$ cat src/hdl/bfcp_consts.vh
// bfcp_consts.vh: register map, command codes and timing counts for the flash controller
`ifndef BFCP_CONSTS_VH
`define BFCP_CONSTS_VH
// ----------------------------------------
// controller register word offsets (byte address = 4 * index)
// ----------------------------------------
`define BFCP_REG_CTRL 4'h0
`define BFCP_REG_ADDR 4'h1
`define BFCP_REG_WDATA 4'h2
`define BFCP_REG_STATUS 4'h3
`define BFCP_REG_RDATA 4'h4
`define BFCP_REG_ID 4'h5
// ----------------------------------------
// control register fields
// ----------------------------------------
`define BFCP_CTRL_OP_LSB 0
`define BFCP_CTRL_OP_MSB 3
`define BFCP_CTRL_VPP_BIT 8
// ----------------------------------------
// operation codes written to control
// ----------------------------------------
`define BFCP_OP_READ 4'h1
`define BFCP_OP_READ_CMD 4'h2
`define BFCP_OP_IDENT 4'h3
`define BFCP_OP_ERASE 4'h4
`define BFCP_OP_ERASE_VERIFY 4'h5
`define BFCP_OP_PROGRAM 4'h6
`define BFCP_OP_PROGRAM_VERIFY 4'h7
`define BFCP_OP_RESET 4'h8
`define BFCP_OP_HW_IDENT 4'h9
// ----------------------------------------
// device command latch codes
// ----------------------------------------
`define BFCP_CMD_READ 8'h00
`define BFCP_CMD_IDENT 8'h90
`define BFCP_CMD_ERASE 8'h20
`define BFCP_CMD_ERASE_VERIFY 8'ha0
`define BFCP_CMD_PROGRAM 8'h40
`define BFCP_CMD_PROGRAM_VERIFY 8'hc0
`define BFCP_CMD_RESET 8'hff
`define BFCP_ERASED_BYTE 8'hff
// ----------------------------------------
// timing at 50 MHz
// ----------------------------------------
`define BFCP_CLK_MHZ 50
`define BFCP_PHASE_CYC 4
`define BFCP_RECOVERY_US 6
`define BFCP_RECOVERY_CYC (`BFCP_RECOVERY_US * `BFCP_CLK_MHZ)
`endif

$ cat src/hdl/bfcp_ctrl.v
// bfcp_ctrl.v: host controller driving a bulk-erase flash over its parallel bus pins
`timescale 1ns/1ns
`include "bfcp_consts.vh"
// ----------------------------------------
// controller
// ----------------------------------------
// Overview of operation
// [RQ1] supply low: device only reads; controller issues no writes then
// [RQ2] data driven by device only with chip select and output gate low
// [RQ3] chip select high: standby, device floats data
// [RQ4] deselect does not abort erase or program; controller ends it by command
// [RQ5] output gate high floats the device data pins
// [RQ6] identifier: address nine override, others low except bit zero, supply low
// [RQ7] identifier bytes odd parity on data bit seven; controller flags it
// [RQ8] command latch writes work only with supply high
// [RQ9] latch has no array address; it stores command with address and data
// [RQ10] write: select and strobe low, gate high; address fall, data rise
// [RQ11] gate low during a write blocks execution; controller keeps gate high
// [RQ12] commands carry code in bits seven to five, zeros below; controller writes 90 for identifier and ff for reset
// [RQ13] latch reads as read command when supply low or at power-up
// [RQ14] after read command wait before first array read
// [RQ15] identifier command then reads at address zero and one
// [RQ16] first erase write only arms
// [RQ17] second erase write starts bulk erase at strobe rise, no address
// [RQ18] erase runs until erase-verify with byte address; next read is verify data
// [RQ19] erase-verify address taken at its command write
// [RQ20] program set-up then write of target address and byte
// [RQ21] program-verify then read returns programmed byte without new address
// [RQ22] two reset writes return latch to reset condition
// [RQ23] erase-verify strobe rise ends the erase pulse
// [RQ24] erased byte reads all ones in erase-verify
// [RQ25] program-verify write ends the programming pulse
// [RQ26] undefined code leaves array intact and selects read mode
module bfcp_ctrl #(
  parameter RECOVERY_CYC = `BFCP_RECOVERY_CYC
) (
  input wire clk_sys,
  input wire rst,
  input wire [3:0] avs_address,
  input wire avs_read,
  input wire avs_write,
  input wire [31:0] avs_writedata,
  output reg [31:0] avs_readdata,
  output wire avs_waitrequest,
  output reg [17:0] flash_addr,
  output reg flash_id_override,
  output reg [7:0] flash_dq_out,
  output reg flash_dq_oe,
  input wire [7:0] flash_dq_in,
  output reg flash_chip_sel_n,
  output reg flash_out_gate_n,
  output reg flash_write_n,
  output reg flash_vpp_high
);
// ----------------------------------------
// state
// ----------------------------------------
localparam ST_IDLE = 4'h0;
localparam ST_W_SETUP = 4'h1;
localparam ST_W_PULSE = 4'h2;
localparam ST_W_HOLD = 4'h3;
localparam ST_GAP = 4'h4;
localparam ST_WAIT = 4'h5;
localparam ST_R_SETUP = 4'h6;
localparam ST_R_SAMPLE = 4'h7;
localparam ST_DONE = 4'h8;

reg [3:0] state;
reg [3:0] op;
reg [1:0] step;
reg [15:0] cnt;
reg [17:0] addr_reg;
reg [7:0] wdata_reg;
reg [7:0] rdata;
reg [7:0] id_maker;
reg [7:0] id_device;
reg busy;
reg erase_active;
reg program_active;
reg refused;
reg parity_bad;
reg erased_ok;
reg [7:0] cur_byte;
reg [17:0] cur_addr;
reg cur_use_addr;

// ----------------------------------------
// helpers
// ----------------------------------------
function odd_parity;
  input [7:0] b;
  begin
    odd_parity = ^b;
  end
endfunction

// which write cycles an operation issues and whether it ends in a read
function [7:0] op_cmd;
  input [3:0] o;
  input [1:0] s;
  begin
    case (o)
      `BFCP_OP_READ_CMD: op_cmd = `BFCP_CMD_READ;
      `BFCP_OP_IDENT: op_cmd = `BFCP_CMD_IDENT;
      `BFCP_OP_ERASE: op_cmd = `BFCP_CMD_ERASE;
      `BFCP_OP_ERASE_VERIFY: op_cmd = `BFCP_CMD_ERASE_VERIFY;
      `BFCP_OP_PROGRAM: op_cmd = `BFCP_CMD_PROGRAM;
      `BFCP_OP_PROGRAM_VERIFY: op_cmd = `BFCP_CMD_PROGRAM_VERIFY;
      `BFCP_OP_RESET: op_cmd = `BFCP_CMD_RESET;
      default: op_cmd = `BFCP_CMD_READ; // [RQ26]
    endcase
  end
endfunction

wire needs_vpp = (op != `BFCP_OP_READ) && (op != `BFCP_OP_HW_IDENT);
wire [1:0] n_writes = (op == `BFCP_OP_ERASE || op == `BFCP_OP_PROGRAM || op == `BFCP_OP_RESET ||
                       op == `BFCP_OP_IDENT) ? 2'h2 : 2'h1;
wire ends_in_read = (op == `BFCP_OP_ERASE_VERIFY) || (op == `BFCP_OP_PROGRAM_VERIFY) ||
                    (op == `BFCP_OP_IDENT) || (op == `BFCP_OP_READ) || (op == `BFCP_OP_HW_IDENT);
// every op that leaves the latch in read mode except reset needs the wait, undefined codes too [RQ14] [RQ26]
wire waits_recovery = (op == `BFCP_OP_ERASE_VERIFY) || (op == `BFCP_OP_PROGRAM_VERIFY) ||
                      (op_cmd(op, 2'h0) == `BFCP_CMD_READ) || (op == `BFCP_OP_IDENT);

// ----------------------------------------
// avalon slave: reads and writes answer in the same cycle
// ----------------------------------------
assign avs_waitrequest = 1'b0;
wire ctrl_wr = avs_write && (avs_address == `BFCP_REG_CTRL);

always @* begin
  case (avs_address)
    `BFCP_REG_ADDR: avs_readdata = {14'h0000, addr_reg};
    `BFCP_REG_WDATA: avs_readdata = {24'h000000, wdata_reg};
    `BFCP_REG_STATUS: avs_readdata = {24'h000000, 1'b0, erased_ok, parity_bad, refused, program_active,
                                      erase_active, flash_vpp_high, busy};
    `BFCP_REG_RDATA: avs_readdata = {24'h000000, rdata};
    `BFCP_REG_ID: avs_readdata = {16'h0000, id_device, id_maker};
    default: avs_readdata = 32'h00000000;
  endcase
end

// ----------------------------------------
// sequencer
// ----------------------------------------
always @(posedge clk_sys or posedge rst) begin
  if (rst) begin
    state <= ST_IDLE;
    op <= 4'h0;
    step <= 2'h0;
    cnt <= 16'h0000;
    addr_reg <= 18'h00000;
    wdata_reg <= 8'h00;
    rdata <= 8'h00;
    id_maker <= 8'h00;
    id_device <= 8'h00;
    busy <= 1'b0;
    erase_active <= 1'b0;
    program_active <= 1'b0;
    refused <= 1'b0;
    parity_bad <= 1'b0;
    erased_ok <= 1'b0;
    cur_byte <= 8'h00;
    cur_addr <= 18'h00000;
    cur_use_addr <= 1'b0;
    flash_addr <= 18'h00000;
    flash_id_override <= 1'b0;
    flash_dq_out <= 8'h00;
    flash_dq_oe <= 1'b0;
    flash_chip_sel_n <= 1'b1; // [RQ3]
    flash_out_gate_n <= 1'b1;
    flash_write_n <= 1'b1;
    flash_vpp_high <= 1'b0; // [RQ13]
  end else begin
    if (avs_write && !busy) begin
      if (avs_address == `BFCP_REG_ADDR) addr_reg <= avs_writedata[17:0];
      if (avs_address == `BFCP_REG_WDATA) wdata_reg <= avs_writedata[7:0];
      if (ctrl_wr) flash_vpp_high <= avs_writedata[`BFCP_CTRL_VPP_BIT];
    end
    case (state)
      ST_IDLE: begin
        if (ctrl_wr && !busy && avs_writedata[`BFCP_CTRL_OP_MSB:`BFCP_CTRL_OP_LSB] != 4'h0) begin
          op <= avs_writedata[`BFCP_CTRL_OP_MSB:`BFCP_CTRL_OP_LSB];
          step <= 2'h0;
          busy <= 1'b1;
          refused <= 1'b0;
          state <= ST_GAP;
          cnt <= 16'h0000;
        end
      end
      ST_GAP: begin
        // the op latched last cycle is decoded here; supply read from control bit
        if (needs_vpp && !flash_vpp_high) begin
          refused <= 1'b1; // [RQ1] [RQ8]
          busy <= 1'b0;
          state <= ST_IDLE;
        end else if (!needs_vpp) begin
          flash_vpp_high <= 1'b0; // [RQ6]
          state <= ST_R_SETUP;
          cnt <= 16'h0000;
        end else begin
          cur_byte <= (op == `BFCP_OP_PROGRAM && step == 2'h1) ? wdata_reg : op_cmd(op, step); // [RQ12] [RQ20]
          cur_use_addr <= (op == `BFCP_OP_ERASE_VERIFY) || (op == `BFCP_OP_PROGRAM && step == 2'h1); // [RQ9]
          cur_addr <= addr_reg;
          state <= ST_W_SETUP;
        end
      end
      ST_W_SETUP: begin
        // select, gate high, then strobe falls with address stable [RQ10] [RQ11]
        flash_out_gate_n <= 1'b1;
        flash_chip_sel_n <= 1'b0;
        flash_addr <= cur_use_addr ? cur_addr : 18'h00000; // [RQ17] [RQ19]
        flash_dq_out <= cur_byte;
        flash_dq_oe <= 1'b1;
        if (cnt == `BFCP_PHASE_CYC) begin
          flash_write_n <= 1'b0;
          cnt <= 16'h0000;
          state <= ST_W_PULSE;
        end else begin
          cnt <= cnt + 16'h0001;
        end
      end
      ST_W_PULSE: begin
        if (cnt == `BFCP_PHASE_CYC) begin
          flash_write_n <= 1'b1; // data taken on this rise [RQ10]
          cnt <= 16'h0000;
          state <= ST_W_HOLD;
        end else begin
          cnt <= cnt + 16'h0001;
        end
      end
      ST_W_HOLD: begin
        flash_dq_oe <= 1'b0;
        flash_chip_sel_n <= 1'b1; // deselect is safe mid-operation [RQ4]
        if (op == `BFCP_OP_ERASE && step == 2'h1) erase_active <= 1'b1; // [RQ16] [RQ17]
        if (op == `BFCP_OP_PROGRAM && step == 2'h1) program_active <= 1'b1;
        if (op == `BFCP_OP_ERASE_VERIFY) erase_active <= 1'b0; // [RQ23] [RQ18]
        if (op == `BFCP_OP_PROGRAM_VERIFY) program_active <= 1'b0; // [RQ25]
        if (op == `BFCP_OP_RESET && step == 2'h1) begin
          erase_active <= 1'b0; // [RQ22]
          program_active <= 1'b0;
        end
        if (step + 2'h1 < n_writes) begin
          step <= step + 2'h1;
          state <= ST_GAP;
        end else if (waits_recovery) begin
          cnt <= 16'h0000;
          state <= ST_WAIT;
        end else begin
          state <= ST_DONE;
        end
      end
      ST_WAIT: begin
        if (cnt == RECOVERY_CYC[15:0]) begin // [RQ14]
          cnt <= 16'h0000;
          step <= 2'h0;
          state <= ends_in_read ? ST_R_SETUP : ST_DONE;
        end else begin
          cnt <= cnt + 16'h0001;
        end
      end
      ST_R_SETUP: begin
        // read: select and gate low, device drives data [RQ2]
        flash_dq_oe <= 1'b0;
        flash_write_n <= 1'b1;
        flash_chip_sel_n <= 1'b0;
        flash_out_gate_n <= 1'b0;
        flash_id_override <= (op == `BFCP_OP_HW_IDENT); // [RQ6]
        if (op == `BFCP_OP_HW_IDENT || op == `BFCP_OP_IDENT)
          flash_addr <= {17'h00000, step[0]}; // [RQ6] [RQ15]
        else
          flash_addr <= addr_reg; // [RQ21] address unused by device in verify reads
        if (cnt == `BFCP_PHASE_CYC) begin
          cnt <= 16'h0000;
          state <= ST_R_SAMPLE;
        end else begin
          cnt <= cnt + 16'h0001;
        end
      end
      ST_R_SAMPLE: begin
        flash_out_gate_n <= 1'b1; // [RQ5]
        flash_chip_sel_n <= 1'b1;
        rdata <= flash_dq_in;
        if (op == `BFCP_OP_ERASE_VERIFY) erased_ok <= (flash_dq_in == `BFCP_ERASED_BYTE); // [RQ24]
        if ((op == `BFCP_OP_HW_IDENT || op == `BFCP_OP_IDENT) && step == 2'h0) begin
          id_maker <= flash_dq_in;
          parity_bad <= !odd_parity(flash_dq_in); // [RQ7]
          step <= 2'h1;
          state <= ST_R_SETUP;
        end else begin
          if (op == `BFCP_OP_HW_IDENT || op == `BFCP_OP_IDENT) begin
            id_device <= flash_dq_in;
            parity_bad <= parity_bad | !odd_parity(flash_dq_in); // [RQ7]
          end
          state <= ST_DONE;
        end
      end
      ST_DONE: begin
        flash_id_override <= 1'b0;
        flash_addr <= 18'h00000;
        busy <= 1'b0;
        state <= ST_IDLE;
      end
      default: state <= ST_IDLE;
    endcase
  end
end

endmodule

$ cat config.mk
export PLATFORM = sky130hd
export DESIGN_NAME = bfcp_ctrl
export DESIGN_NICKNAME = d
export VERILOG_FILES = /design/src/hdl/bfcp_ctrl.v
export VERILOG_INCLUDE_DIRS = /design/src /design/src/hdl
export SDC_FILE = /design/constraint.sdc
export NUM_CORES = 1
export LEC_CHECK = 0
export BUFFER_PORTS_ARGS = -buffer_cell sky130_fd_sc_hd__buf_4
export CORE_ASPECT_RATIO = 0.8
export CORE_UTILIZATION = 30
export CTS_CLUSTER_SIZE = 12
export DETAILED_ROUTE_END_ITERATION = 10
export MAX_ROUTING_LAYER = met4
export PLACE_DENSITY = 0.48
export RECOVER_POWER = 100
export SLEW_MARGIN = 20
export SYNTH_ARGS = -nofsm -noshare
export SYNTH_HDL_FRONTEND = slang
export SYNTH_SLANG_ARGS = --single-unit
export TNS_END_PERCENT = 20
$ cat constraint.sdc
create_clock -name clk_sys -period 5 [get_ports clk_sys]
set_clock_uncertainty 0.2 [all_clocks]
set_input_delay 0.75 -clock clk_sys [delete_from_list [all_inputs] [get_ports clk_sys]]
set_output_delay 0.75 -clock clk_sys [all_outputs]
set_load 0.02 [all_outputs]
==> summary.txt, run 1 <==
Drt
  • Routed Wire Length: 19,300 um
  • Via Count: 5,391
  • Average vias per placed instance: 5.26
  • WL/cell: 18.8 um
  • DRC viols: 0
  • Drt pass-1 iters: 6
  • Initial DRC Count: 459
  • Antenna-violating nets left: 0

CTS
  • Clock transition at the registers of the reported paths: 0.07 ns
  • Maximum clock path buffer count: 2
  • CTS Root Cell: clkbuf_16
  • Post-CTS Hold Buffers: 0
  • CTS H-tree lvls: 4
  • CTS Buf Count: 17
  • Resized cells post-CTS: 0
  • CTS tree: yes
  • # Post-CTS Setup Buffers: 0
  • Clock sink total: 141
  • Clk Latency, worst-skew pair: 0.43 ns

GRT
  • GRT Overall Usage: 0.169
  • Largest net degree at the start of global routing: 61
  • Number of global-route vias before repair: 5,305
  • GR Overflow Total: 0
  • Initial antenna violation count: 0
  • First-pass GRT wire length: 30,700 um

Final layout
  • Leading cell type in the layout, fill and taps excluded: dfrtp_1
  • Layout Cells excl Fill: 1,025
  • N_diodes: 0
  • Design area: 8240 sq um
  • Final nets: 763
  • Commonest cells after routing, fill and taps aside: dfrtp_1, mux2_2, nand2_1
  • Layout cell share with drive strength beyond 1: 0.213
  • Post-layout util: 0.360
  • Synthesis-to-layout area growth: 16.0%

Synthesis
  • Synth Area in Adders: 0.0158
  • Combinational family with the most area after synthesis: simple AND/OR/NAND/NOR gates
  • Synthesized flop and latch total: 141
  • Post-Syn Area: 7110 sq um
  • Post-synthesis mux area share: 0.136
  • Xor-xnor portion of the synthesized cell area: 0.00739
  • Synth Flop Type: dfrtp_1
  • Compound-Gate Fraction of Synth Area: 0.149
  • Simple-gate portion of the synthesized area: 0.150
  • Synth Instances: 632
  • Avg Synthesized Cell Area: 11.2 sq um
  • Asr flop ratio synth: 1.00
  • Cell variety after synth: 79
  • Number of flops mapped to enable cells by yosys: 0
  • Post-synthesis sequential area ratio: 0.497
  • Synth warn: 0

Floorplanning
  • Core Box Area: 22,900 sq um
  • Ports: 113
  • Die extent in x: 174 um
  • Height of the die: 140 um
  • Rows: 49
  • Die area: 24,300 sq um
  • Initial Util: 0.311

Critical path
  • Critical Path End Type: flip-flop
  • Worst setup SP type: flip-flop
  • Setup CP Type: reg -> reg
  • Reg2Reg Depth: 4
  • Critical-path maximum fanout: 21
  • CP required: 5.15 ns
  • Critical Path AT: 4.12 ns

Outcome
  • Failing checks: max-capacitance violations, max-slew violations
  • Status: finished with violations

STA
  • Total Neg Setup Slack: 0 ns
  • Slew HR: -0.915
  • Finish-stage setup viols: 0
  • Fin crit period: 3.97 ns
  • RSZ-0062 raised after global routing: false
  • Pins Over Slew Limit: 111
  • Hold WS: 0.286 ns
  • Final worst slack: 1.03 ns
  • Period utilization: 0.794
  • Final hold vios: 0
  • Worst slew pin tran: 2.84 ns
  • Fmax: 252 MHz

Min path
  • Hold path depth: 2
  • HP Class: reg -> reg

Power and ir drop
  • Total power: 4.26 mW
  • Worst vdd ir: 0.223 mV
  • P_leak: 3.66 nW
  • PwrDens: 517 nW/um^2

Placed design
  • IO buf count: 82
  • Placed insts: 993
  • Setup WS pre-CTS: 1.47 ns
  • Final HPWL DP: 13,700 um
  • Post-DP Area: 7960 sq um
  • Routability cong.: 0.797

Flow run
  • Max cap viols: 4
report_power, final:
group | switching [mW] | internal, mW
Clock | 0.562 | 0.654
Combinational | 0.738 | 0.488
Sequential | 0.356 | 1.46
synth_stat cells, drive strengths merged (2+ instances only):
cell     count  area [sq um]
nor2        27           101
nor4         5          58.8
a211o        4          35.0
dfstp        3          78.8
nand3b       2          15.0
and3        12          75.1
nand2       54           203
a21oi       17          88.8
o31ai        6          45.0
mux2        83           935
a221o        8          80.1
a22o        11          96.3
xor2         3          26.3
mux2i        3          30.0
nand4        8          56.3
nor4b        5          80.1
xnor2        3          26.3
or4          5          41.3
dfrtp      138          3450
a31oi        7          43.8
inv         13          48.8
a22oi        7          52.6
clkbuf      19          71.3
nand2b       7          43.8
o41ai        2          17.5
nor2b        8          50.1
a222oi       7          70.1
o22a         2          17.5
ha           9           113
o311a        2          20.0
nor3b        5          42.5
and2         3          18.8
nand4bb      3          33.8
nand4b       2          17.5
o21ai       42           210
a32oi       18           158
or2          7          46.3
buf         30           196
nor3         8          56.3
nand3       12          60.1
path summary, 6_finish.rpt:
check,end,startpoint,slack [ns]
setup / recovery,flash_addr[2],state[2],1.03
hold / removal,flash_out_gate_n,flash_out_gate_n,0.29
setup reg to reg,flash_addr[2],state[2],1.03
hold reg to reg,flash_out_gate_n,flash_out_gate_n,0.29
max in group asynchronous,addr_reg[11],rst,1.58
min in group asynchronous,cur_addr[14],rst,0.88
area by class of cell:
| type | count | area, sq um |
|---|---|---|
| Clock buffer | 18 | 429 |
| Fill cell | 2307 | 14600 |
| Inverter | 13 | 50.0 |
| Sequential cell | 141 | 3530 |
| Multi-Input combinational cell | 443 | 3240 |
| Clock inverter | 14 | 126 |
| Timing Repair Buffer | 90 | 479 |
| Tap cell | 306 | 383 |
critical path, stage by stage (launching register included):
cell and delay, ns:
dfrtp_1 0.63, and3b_1 0.33, o21ai_0 2.12, a32oi_1 0.35, o21ai_0 0.24
cells by family (layout without fill, tap and decap cells):
| family | Yosys count | after routing |
|---|---|---|
| simple gates | 180 | 180 |
| compound gates | 147 | 147 |
| flops | 141 | 141 |
| mux | 86 | 86 |
| buf+inv | 62 | 135 |
| fa+ha+maj | 9 | 9 |
| xor+xnor | 6 | 6 |
| other cells | 1 | 15 |
per-layer routing:
layer  wire (um)  global-route usage  share of wire
met1       10100               0.251           0.53
met2        8200               0.231           0.42
met4         144              0.0457         0.0075
met3         813              0.0331          0.042
met5           0                   -              0
No activity file was read; power rests on OpenSTA's default activity.
==> run 2: changes to the inputs <==
- clock period: 5 -> 4.05 ns (I/O delays scaled with it)
==> run 2 against run 1 <==
The flow still finishes with violations (max-capacitance violations, max-slew violations); wire length fell by 1.1%; flip-flop and latch count did not move; via count rose by 0.61%; clock power rose by 25%.
==> summary.txt, run 2 (synthesized netlist as in run 1, its figures left out) <==
STA
  • Final hold vios: 0
  • Total Neg Setup Slack: 0 ns
  • Fin crit period: 3.50 ns
  • Period utilization: 0.863
  • Slew HR: -0.224
  • Finish-stage setup viols: 0
  • Final worst slack: 0.555 ns
  • Fmax: 286 MHz
  • Worst slew pin tran: 1.83 ns
  • Pins Over Slew Limit: 39
  • RSZ-0062 raised after global routing: false

Min path
  • HP Class: in -> reg
  • Hold path depth: 2

CTS
  • Post-CTS Hold Buffers: 0
  • Maximum clock path buffer count: 2
  • CTS Buf Count: 17
  • # Post-CTS Setup Buffers: 0
  • Resized cells post-CTS: 0
  • CTS H-tree lvls: 4
  • Clock sink total: 141
  • Clock transition at the registers of the reported paths: 0.07 ns
  • Clk Latency, worst-skew pair: 0.42 ns
  • CTS Root Cell: clkbuf_16
  • CTS tree: yes

Outcome
  • Status: finished with violations
  • Failing checks: max-capacitance violations, max-slew violations

Critical path
  • Reg2Reg Depth: 6
  • Critical Path End Type: flip-flop
  • Setup CP Type: reg -> reg
  • Worst setup SP type: flip-flop
  • Critical Path AT: 3.60 ns
  • Critical-path maximum fanout: 16
  • CP required: 4.15 ns

Drt
  • Antenna-violating nets left: 0
  • Routed Wire Length: 19,100 um
  • Via Count: 5,424
  • Average vias per placed instance: 5.26
  • DRC viols: 0
  • WL/cell: 18.5 um
  • Initial DRC Count: 422
  • Drt pass-1 iters: 5

Final layout
  • Final nets: 770
  • Synthesis-to-layout area growth: 17.2%
  • Commonest cells after routing, fill and taps aside: dfrtp_1, mux2_2, nand2_1
  • Layout Cells excl Fill: 1,032
  • N_diodes: 0
  • Layout cell share with drive strength beyond 1: 0.220
  • Leading cell type in the layout, fill and taps excluded: dfrtp_1

Placed design
  • IO buf count: 82
  • Setup WS pre-CTS: 0.867 ns
  • Final HPWL DP: 13,700 um
  • Placed insts: 1,000
  • Routability cong.: 0.817

Flow run
  • Max cap viols: 1

Power and ir drop
  • Worst vdd ir: 0.310 mV
  • P_leak: 3.72 nW
  • Total power: 5.32 mW
  • PwrDens: 639 nW/um^2

GRT
  • GRT Overall Usage: 0.167
  • Initial antenna violation count: 0
  • GR Overflow Total: 0
  • First-pass GRT wire length: 30,700 um
  • Number of global-route vias before repair: 5,399
  • Largest net degree at the start of global routing: 70

Floorplanning
  • Core Box Area: 22,900 sq um
  • Height of the die: 140 um
  • Die area: 24,300 sq um
  • Rows: 49
  • Ports: 113
  • Die extent in x: 174 um
  • Initial Util: 0.311
[run 2: metal layers]
layer	routed length, um	track usage	share of wire
met4	119	0.0388	0.0062
met1	10300	0.255	0.54
met5	0	-	0
met3	809	0.0352	0.042
met2	7890	0.221	0.41
[run 2: critical path: stages, from the launching register on]
cell and delay, ns:
dfrtp_1 0.45, or4_1 0.61, nor4_1 0.79, o22ai_1 0.54, buf_4 0.36, and3_1 0.18, a221o_1 0.25
[run 2: power breakdown]
group	internal, mW	switching (mW)
sequential	1.80	0.385
clock	0.822	0.706
combinational	0.639	0.966
[run 2: per-stage QoR]
step	utilization	instance area [sq um]	hold slack (ns)
2_1_floorplan	-	7160	0.244
3_3_place_gp	0.351	8040	0.267
3_5_place_dp	0.351	8040	0.275
4_1_cts	0.376	8610	0.183
5_1_grt	0.364	8330	0.190
6_report	0.364	8330	0.205
[run 2: path summary, 6_finish.rpt]
check                            startpoint             end  slack [ns]
min                        avs_writedata[6]     addr_reg[6]        0.20
min in group asynchronous               rst  flash_addr[13]        0.44
max                                 cnt[11]          cnt[9]        0.55
max reg2reg                         cnt[11]          cnt[9]        0.55
min reg2reg                  flash_addr[11]  flash_addr[11]        0.28
max in group asynchronous               rst     addr_reg[5]        1.64
[run 2: cell type report]
class	instances	area [sq um]
clock buffers	18	429
clock inverters	14	141
well taps	306	383
fillers	2321	14500
inverters	13	50.0
repair buffers	97	547
multi-input cells	443	3250
flip-flops and latches	141	3530
